==> src/hw/ccd_pkg.sv <==
package ccd_pkg;

    // ------------------------------------------------------------
    // Widths and sizes
    // ------------------------------------------------------------
    localparam int unsigned DATA_W     = 8;
    localparam int unsigned ADDR_W     = 6;
    localparam int unsigned FILE_DEPTH = 64;

    // ------------------------------------------------------------
    // Reset values
    // ------------------------------------------------------------
    localparam logic [7:0] WORKING_RST    = 8'h00;
    localparam logic       ZERO_FLAG_RST  = 1'b0;
    localparam logic       CARRY_FLAG_RST = 1'b0;
    localparam logic       HALF_FLAG_RST  = 1'b0;
    localparam logic       EXPIRY_RST     = 1'b1;
    localparam logic       SLEEP_RST      = 1'b1;

    // ------------------------------------------------------------
    // Data constants
    // ------------------------------------------------------------
    localparam logic [7:0] ZERO_BYTE      = 8'h00;
    localparam logic [7:0] ONE_BYTE       = 8'h01;
    localparam logic [3:0] DIGIT_MAX      = 4'h9;
    localparam logic [7:0] PAIR_MAX       = 8'h99;
    localparam logic [7:0] LOW_FIX        = 8'h06;
    localparam logic [7:0] HIGH_FIX       = 8'h60;

    // ------------------------------------------------------------
    // Destination selector
    // ------------------------------------------------------------
    localparam logic       DEST_WORKING   = 1'b0;
    localparam logic       DEST_FILE      = 1'b1;

    // ------------------------------------------------------------
    // Operation codes
    // ------------------------------------------------------------
    typedef enum logic [2:0] {
        CCD_OP_NONE,
        CCD_OP_ZERO_WORKING,
        CCD_OP_ZERO_REGISTER,
        CCD_OP_INVERT_REGISTER,
        CCD_OP_MINUS_ONE_REGISTER,
        CCD_OP_WATCHDOG_KICK,
        CCD_OP_COMPARE_WITH_REGISTER,
        CCD_OP_DECIMAL_ADJUST
    } ccd_op_t;

endpackage

==> src/hw/ccd_datapath.sv <==
`timescale 1ns/100ps
module ccd_datapath #(
    parameter int unsigned DATA_W     = ccd_pkg::DATA_W,
    parameter int unsigned ADDR_W     = ccd_pkg::ADDR_W,
    parameter int unsigned FILE_DEPTH = ccd_pkg::FILE_DEPTH
) (
    // Clock and reset
    input  wire logic              clk,
    input  wire logic              sys_rst,
    // Operation issue
    input  wire logic              op_valid,
    input  wire logic [2:0]        op_code,
    input  wire logic [ADDR_W-1:0] op_addr,
    input  wire logic              op_dest,
    output logic                   op_done,
    // Result of the preceding addition
    input  wire logic              sum_load,
    input  wire logic [DATA_W-1:0] sum_value,
    input  wire logic              sum_carry,
    input  wire logic              sum_half_carry,
    // Outside file writes and reads
    input  wire logic              ext_we,
    input  wire logic [ADDR_W-1:0] ext_addr,
    input  wire logic [DATA_W-1:0] ext_wdata,
    input  wire logic [ADDR_W-1:0] peek_addr,
    output logic      [DATA_W-1:0] peek_data,
    // Watchdog side
    input  wire logic              divider_to_watchdog,
    input  wire logic              watchdog_timeout_evt,
    input  wire logic              sleep_evt,
    output logic                   watchdog_counter_clear,
    output logic                   watchdog_divider_clear,
    // State
    output logic      [DATA_W-1:0] working_register,
    output logic                   result_null_flag,
    output logic                   borrow_not_flag,
    output logic                   half_carry_flag,
    output logic                   watchdog_expiry_flag,
    output logic                   sleep_entered_flag
);

    // ------------------------------------------------------------
    // Elaboration checks
    // ------------------------------------------------------------
    // Decimal adjust and the byte constants only make sense for 8 bits
    if (DATA_W != 8) begin : g_bad_width
        $error("ccd_datapath: DATA_W must be 8");
    end
    if (FILE_DEPTH > (1 << ADDR_W) || FILE_DEPTH == 0) begin : g_bad_depth
        $error("ccd_datapath: FILE_DEPTH does not fit ADDR_W");
    end

    // ------------------------------------------------------------
    // State
    // ------------------------------------------------------------
    logic [DATA_W-1:0] file_q [FILE_DEPTH];
    logic [DATA_W-1:0] working_q;
    logic [DATA_W-1:0] working_d;
    logic              zero_q;
    logic              zero_d;
    logic              carry_q;
    logic              carry_d;
    logic              half_q;
    logic              half_d;
    logic              expiry_q;
    logic              expiry_d;
    logic              sleep_q;
    logic              sleep_d;
    logic              done_q;
    logic              done_d;
    logic              wdt_clr_q;
    logic              wdt_clr_d;
    logic              div_clr_q;
    logic              div_clr_d;
    logic [DATA_W-1:0] peek_q;
    logic [DATA_W-1:0] peek_d;

    logic              file_we;
    logic [ADDR_W-1:0] file_addr;
    logic [DATA_W-1:0] file_wdata;

    ccd_pkg::ccd_op_t  op;
    logic [DATA_W-1:0] src;
    logic [DATA_W-1:0] result;
    logic [DATA_W:0]   diff;
    logic [DATA_W-1:0] adjusted;
    logic              adj_carry;

    assign op  = op_valid ? ccd_pkg::ccd_op_t'(op_code) : ccd_pkg::CCD_OP_NONE;
    // Addresses beyond the implemented depth read as zero
    assign src = (32'(op_addr) < FILE_DEPTH) ? file_q[op_addr] : ccd_pkg::ZERO_BYTE;

    // ------------------------------------------------------------
    // Arithmetic
    // ------------------------------------------------------------
    always_comb begin
        // Extra bit of the difference is the borrow out
        diff = {1'b0, src} - {1'b0, working_q};
        adjusted  = working_q;
        adj_carry = carry_q;
        if (working_q[3:0] > ccd_pkg::DIGIT_MAX || half_q) begin
            adjusted = working_q + ccd_pkg::LOW_FIX;
        end
        if (working_q > ccd_pkg::PAIR_MAX || carry_q) begin
            adjusted  = adjusted + ccd_pkg::HIGH_FIX;
            adj_carry = 1'b1;
        end
    end

    // ------------------------------------------------------------
    // Next state
    // ------------------------------------------------------------
    always_comb begin
        working_d  = working_q;
        zero_d     = zero_q;
        carry_d    = carry_q;
        half_d     = half_q;
        expiry_d   = expiry_q;
        sleep_d    = sleep_q;
        file_we    = 1'b0;
        file_addr  = op_addr;
        file_wdata = ccd_pkg::ZERO_BYTE;
        result     = ccd_pkg::ZERO_BYTE;
        done_d     = op_valid;
        wdt_clr_d  = 1'b0;
        div_clr_d  = 1'b0;
        peek_d     = (32'(peek_addr) < FILE_DEPTH) ? file_q[peek_addr] : ccd_pkg::ZERO_BYTE;

        // Hardware events clear the active-low flags; a kick below wins
        if (watchdog_timeout_evt) begin
            expiry_d = 1'b0;
        end
        if (sleep_evt) begin
            sleep_d = 1'b0;
        end

        if (ext_we) begin
            file_we    = 1'b1;
            file_addr  = ext_addr;
            file_wdata = ext_wdata;
        end

        if (sum_load && !op_valid) begin
            working_d = sum_value;
            carry_d   = sum_carry;
            half_d    = sum_half_carry;
            zero_d    = (sum_value == ccd_pkg::ZERO_BYTE);
        end

        case (op)
            ccd_pkg::CCD_OP_ZERO_WORKING: begin
                working_d = ccd_pkg::ZERO_BYTE;
                zero_d    = 1'b1;
            end
            ccd_pkg::CCD_OP_ZERO_REGISTER: begin
                file_we    = 1'b1;
                file_addr  = op_addr;
                file_wdata = ccd_pkg::ZERO_BYTE;
                zero_d     = 1'b1;
            end
            ccd_pkg::CCD_OP_INVERT_REGISTER,
            ccd_pkg::CCD_OP_MINUS_ONE_REGISTER: begin
                if (op == ccd_pkg::CCD_OP_INVERT_REGISTER) begin
                    result = ~src;
                end else begin
                    result = src - ccd_pkg::ONE_BYTE;
                end
                zero_d = (result == ccd_pkg::ZERO_BYTE);
                if (op_dest == ccd_pkg::DEST_FILE) begin
                    file_we    = 1'b1;
                    file_addr  = op_addr;
                    file_wdata = result;
                end else begin
                    working_d = result;
                end
            end
            ccd_pkg::CCD_OP_WATCHDOG_KICK: begin
                wdt_clr_d = 1'b1;
                div_clr_d = divider_to_watchdog;
                expiry_d  = 1'b1;
                sleep_d   = 1'b1;
            end
            ccd_pkg::CCD_OP_COMPARE_WITH_REGISTER: begin
                // Difference is never stored anywhere
                zero_d  = (diff[DATA_W-1:0] == ccd_pkg::ZERO_BYTE);
                carry_d = ~diff[DATA_W];
            end
            ccd_pkg::CCD_OP_DECIMAL_ADJUST: begin
                // Relies on addition flags still standing from the previous cycle
                working_d = adjusted;
                carry_d   = adj_carry;
            end
            default: begin
            end
        endcase

        if (sys_rst) begin
            file_we = 1'b0;
        end
    end

    // ------------------------------------------------------------
    // Registers
    // ------------------------------------------------------------
    always_ff @(posedge clk) begin
        if (sys_rst) begin
            working_q <= ccd_pkg::WORKING_RST;
            zero_q    <= ccd_pkg::ZERO_FLAG_RST;
            carry_q   <= ccd_pkg::CARRY_FLAG_RST;
            half_q    <= ccd_pkg::HALF_FLAG_RST;
            expiry_q  <= ccd_pkg::EXPIRY_RST;
            sleep_q   <= ccd_pkg::SLEEP_RST;
            done_q    <= 1'b0;
            wdt_clr_q <= 1'b0;
            div_clr_q <= 1'b0;
            peek_q    <= ccd_pkg::ZERO_BYTE;
        end else begin
            working_q <= working_d;
            zero_q    <= zero_d;
            carry_q   <= carry_d;
            half_q    <= half_d;
            expiry_q  <= expiry_d;
            sleep_q   <= sleep_d;
            done_q    <= done_d;
            wdt_clr_q <= wdt_clr_d;
            div_clr_q <= div_clr_d;
            peek_q    <= peek_d;
        end
    end

    // File contents are data, not control, so reset leaves them alone
    always_ff @(posedge clk) begin
        if (file_we && 32'(file_addr) < FILE_DEPTH) begin
            file_q[file_addr] <= file_wdata;
        end
    end

    // ------------------------------------------------------------
    // Outputs
    // ------------------------------------------------------------
    assign op_done                = done_q;
    assign peek_data              = peek_q;
    assign watchdog_counter_clear = wdt_clr_q;
    assign watchdog_divider_clear = div_clr_q;
    assign working_register       = working_q;
    assign result_null_flag       = zero_q;
    assign borrow_not_flag        = carry_q;
    assign half_carry_flag        = half_q;
    assign watchdog_expiry_flag   = expiry_q;
    assign sleep_entered_flag     = sleep_q;

endmodule

==> config.mk <==
export PLATFORM = sky130hd
export DESIGN_NAME = ccd_datapath
export DESIGN_NICKNAME = d
export VERILOG_FILES = /design/src/hw/ccd_pkg.sv /design/src/hw/ccd_datapath.sv
export SDC_FILE = /design/constraint.sdc
export NUM_CORES = 1
export LEC_CHECK = 0
export BUFFER_PORTS_ARGS = -buffer_cell sky130_fd_sc_hd__buf_4
export CAP_MARGIN = 20
export CORE_MARGIN = 2
export CORE_UTILIZATION = 63
export DETAILED_ROUTE_END_ITERATION = 7
export PLACE_DENSITY = 0.8
export SYNTH_ARGS = -nofsm -noshare
export SYNTH_HDL_FRONTEND = slang
export SYNTH_SLANG_ARGS = --single-unit
==> constraint.sdc <==
create_clock -name clk -period 7.21 [get_ports clk]
set_input_delay 0.3605 -clock clk [delete_from_list [all_inputs] [get_ports clk]]
set_output_delay 0.3605 -clock clk [all_outputs]
set_load 0.01 [all_outputs]
# Word level (Yosys, flattened, before mapping)
# Memory sizes are Yosys's and may differ from the RTL's. A register that Yosys moved wholly into a read port is not among the register bits.
# Cells that the tools add are included.
# Widths: inputs -> output; s select.
[op_classes]
magnitude_cmp = 2
bitwise = 3
n_eq_ne = 8
reduce_logical = 14
mux = 26
addsub = 4
[op_table]
columns = ["cell", "count"]
rows = [
  ["$mux 8", 8],
  ["$logic_not 8->1", 3],
  ["$pmux 8 s3", 1],
  ["$pmux 8 s2", 1],
  ["$eq 3x3->1 const B", 4],
  ["$mux 6", 2],
  ["$pmux 6 s2", 1],
  ["$mux 1", 9],
  ["$sub 8x8->9", 1],
  ["$add 8x3->8 const B", 1],
  ["$add 8x7->8 const B", 1],
  ["$gt 8x8->1 const B", 1],
  ["$not 8->8", 1],
  ["$reduce_or 2->1", 4],
  ["$sub 8x1->8 const B", 1],
  ["$eq 3x2->1 const B", 2],
  ["$gt 4x4->1 const B", 1],
  ["$pmux 1 s2", 2],
  ["$reduce_bool 4->1", 1],
  ["$eq 3x1->1 const B", 1],
  ["$mux 3", 1],
  ["$pmux 1 s3", 1],
  ["$reduce_bool 3->1", 1],
  ["$logic_or 1x1->1", 2],
  ["other kinds (5)", 6],
]
[totals]
memories = 1
ff_bits = 16
mem_bits_rw = 512
[mem_list]
columns = ["name", "depth", "word_bits", "rd", "rd_clocked_by_memory_dff", "wr", "line", "source"]
rows = [
  ["file_q", 64, 8, 2, 1, 1, "ccd_datapath.sv:56", "logic [DATA_W-1:0] file_q [FILE_DEPTH];"],
]

# Logic depth before layout (Yosys ltp)
[depth]
depth_word = 7
mapped_depth = 18
depth_no_buf = 15

# Worst setup path before layout
# Ideal clock, no wire load.
[synth_timing]
path_kind = "input-to-reg"
startpoint = "in op_addr[0]"
endpoint = "mem file_q[0][6] (data pin)"
slack_ps = 1185
setup_ps = 702
required_ps = 6508
n_path_buf = 4
stages = 13
arrival_time_ps = 5323
path_cell_list = "buf_6 buf_6 buf_4 buf_6 mux4_2 o311ai_0 o22ai_1 inv_1 ha_1 o211ai_1 o31ai_1 xnor2_1 o21ai_0"
[synth_between]
elab_chain_len = 6
elab_cells_between_ends = 7
classes_between = "add/sub: 1; mux: 4; bitwise: 1; memory: 1"
[synth_lines]
columns = ["element", "line", "source"]
rows = [
  ["from (decl)", "ccd_datapath.sv:13", "input wire logic [ADDR_W-1:0] op_addr,"],
  ["$mem_v2 64x8 *", "-", ""],
  ["$sub 8x1->8 or $not 8->8 (tied branches)", "ccd_datapath.sv:166, ccd_datapath.sv:164", ""],
  ["$mux 8 *", "ccd_datapath.sv:163", "if (op == ccd_pkg::CCD_OP_INVERT_REGISTER) begin"],
  ["$mux 8 *", "ccd_datapath.sv:150", "case (op)"],
  ["$mux 8 *", "ccd_datapath.sv:169", "if (op_dest == ccd_pkg::DEST_FILE) begin"],
  ["$pmux 8 s2 *", "ccd_datapath.sv:150", ""],
  ["via file_wdata[6]", "ccd_datapath.sv:80", "logic [DATA_W-1:0] file_wdata;"],
  ["to (decl)", "ccd_datapath.sv:56", ""],
]
# The timed path passes the listed nets; every way through them passes the cells marked *. The select of a mux whose other input is x is not followed.

# Worst setup path in the final report
[layout_timing]
startpoint = "in op_addr[1]"
endpoint = "mem file_q[16][4] (data pin)"
# Same word-level chain as after synthesis.

==> summary.md <==
| Metric | Value |
|---|---|
| Crit path kind | primary input to flip-flop |
| Setup ws final | 2500 ps |
| Crit-path max FO | 62 |
| Reg clk slew, reported paths | 60 ps |
| Post-CTS Resized | 0 |
| Clk_lat worst skew | 620 ps |
| Status | complete, no violations |
| Main synth FF type | edfxtp_1 |
| First-pass GRT wire length | 106,000 µm |
| Slowest cell on crit path | buf_4 |
| HPWL Detailed | 46,900 µm |
| Fmax | 212 MHz |
| Most Used Layer, Global Route | met2 |
| Final worst-path cycle share | 65.3% |
| Average wire per standard cell | 35.6 µm |
| Syn nets | 1,478 |
| Port-buffer cells | 71 |
| Largest net degree at the start of global routing | 111 |
| Average size of a mapped cell | 18.3 µm² |
| Syn. warnings | 0 |
| Via count | 15,825 |
| Final Hold Viols | 0 |
| R2r worst-path depth | 10 |
| Met3 Use GR | 10.7% |
| Tightest Pin Transition | 1260 ps |
| Die height | 207 µm |
| CP Depth | 14 |
| Final Critical Period | 4710 ps |
| Max reg flops | 512 |
| Max-slew violations | 0 |
| Initial DRC Count | 2,806 |
| Number of diodes | 0 |
| Hold Path Class | primary input to flip-flop |
| Num CTS Buffers | 54 |
| Unique masters post-synth | 72 |
| Worst endpoint required time | 7600 ps |
| Initial Util | 63.6% |
| Flop2flop setup slack | 3140 ps |
| Die ar. | 42,800 µm² |
| DRC | 0 |
| Crit path DAT | 5100 ps |
| Grt ovf | 0 |
| IO Count | 72 |
| Final setup violation count | 0 |
| Reg2reg end | file_q[16][4] |
| Total setup buffers inserted after CTS | 0 |
| M2 GR Usage | 52.9% |
| Buffers & Inverters on Critical Path | 4 |
| Crit. Startpoint | op_addr[1] |
| M1 GR Usage | 48.8% |
| Total negative slack | 0 ps |
| Total Routing Usage GR | 35.7% |
| # H-tree levels | 2 |
| Place WS | 1940 ps |
| Nature of the critical path startpoint | primary input |
| Seq cells post-synth | 536 |
| Sequential element share of the synthesized area | 61.2% |
| FP Rows | 74 |
| Clock sink count | 536 |
| Reg2reg start | file_q[8][1] |
| Setup crit end kind | flip-flop |
| Commonest non-fill, non-tap cells in the layout | edfxtp_1 (512), mux4_2 (296), nor2_1 (103) |
| Vias in the first global route | 15,596 |
| Crit-path max cell delay | 730 ps |
| Root Buffer | clkbuf_16 |
| DR pass1 iterations | 7 |
| Async SR Flop Fraction | 0% |
| RePlAce Congestion | 0.963 |
| Peak supply drop | 0.000200 V |
| Die X | 207 µm |
| Initial antenna violation count | 3 |
| Max_cap viols | 0 |
| CTS tree | built |
| Slew HR | 15.8% |
| Post-route ant nets | 0 |
| Pwr/cell area | 243 nW/µm² |
| Critical Path Sink | file_q[16][4] |
| Hold_buf cts | 4 |
| Final wirelength | 73,800 µm |
| Layout area overhead | 11.9% |
| Biggest register | file_q |
| CP delay by family, top | compound AO/OA/AOI/OAI gates |
| CP most frequent cell | buf_4 |
| Leak | 9.30 nW |
| Critical path cell sequence | buf_4 > buf_4 > mux4_2 > o22ai_1 > o21ai_0 > o311ai_0 > o22ai_1 > inv_1 > ha_1 > o211ai_1 > o21ai_0 > xnor2_1 > o21ai_4 > buf_4 |
| Netlist area before placement | 25,900 µm² |
| Commonest non-fill, non-tap cell in the layout | edfxtp_1 |
| RSZ-0062 raised after global routing | no |
| Vias per cell | 7.62 |
| Layout cells sized above 1 | 32.8% |
| Worst Skew | 21.3 ps |
| Core Box Area | 40,700 µm² |
| Synth Instances | 1,418 |
| CTS max path bufs | 3 |
| Post-synth EDFFs | 512 |
| Fin nets | 1,563 |
per-stage QoR:
stage          std cells  util [%]  power [W]  hold slack [ps]  cell area [µm²]
2_1_floorplan       1418         -    0.00400              461            25900
3_3_place_gp        1948      65.9    0.00422              452            26800
3_5_place_dp        1960      66.2    0.00424              473            27000
4_1_cts             2061      70.6    0.00701              116            28800
5_1_grt             2076      71.2    0.00718              155            29000
6_report            2076      71.2    0.00704              133            29000
layer usage:
layer,vias to the layer above,part of all wire (%)
met3,296,15
li1,6157,-
met5,-,0.088
met1,7914,33
met2,1452,46
met4,6,5.9
cells by family (layout without fill, tap and decap cells):
| kind of cell | count (synthesis) | after routing | synth area share [%] |
|---|---|---|---|
| flip-flops | 536 | 536 | 61.2 |
| multiplexers | 326 | 326 | 27.0 |
| AND/OR/NAND/NOR | 278 | 278 | 4.90 |
| AO/OA/AOI/OAI | 139 | 139 | 3.65 |
| buffers and inverters | 112 | 238 | 2.18 |
| XOR/XNOR | 15 | 15 | 0.507 |
| adder cells (fa/ha/maj) | 12 | 12 | 0.579 |
worst min-delay path: cells and delay by family:
kind,cells,cell delay (ps)
buffers and inverters,1,160
AO/OA/AOI/OAI,2,180
worst min-delay path by stage:
stage / from / to / slack (ps) / cells after the start
after global placement: sleep_entered_flag / sleep_entered_flag / 450 / 2
after detailed placement: watchdog_expiry_flag / watchdog_expiry_flag / 470 / 2
after global routing: sys_rst / op_done / 160 / 2
after CTS: op_valid / watchdog_expiry_flag / 120 / 3
after floorplan: sleep_evt / sleep_entered_flag / 460 / 1
final: op_valid / watchdog_expiry_flag / 130 / 3
synthesized netlist by cell type, drive strengths merged (16+ instances only):
master    n  area share (%)
a21oi    27            0.52
nand2    84             1.2
clkbuf   46            0.67
edfxtp  512              59
nor2b    17            0.41
mux4    298              26
buf      42             1.1
mux2i    24            0.93
nor3     16            0.31
inv      22            0.32
o21ai    25            0.48
dfxtp    24             1.9
nor2    103             1.5
report_power, final:
group / switching, W / internal (W) / total [W]
sequential: 0.0000127 / 0.00345 / 0.00346
combinational: 0.000436 / 0.000304 / 0.000740
clock: 0.00119 / 0.00164 / 0.00283
cell type report:
class / count / area (µm²)
clock buffers: 65 / 1410
repair buffers: 118 / 1090
flip-flops and latches: 536 / 15900
multi-input cells: 770 / 9540
fillers: 2411 / 11700
inverters: 23 / 86.3
clock inverters: 32 / 340
well taps: 532 / 666
No activity file was read; power rests on OpenSTA's default activity.
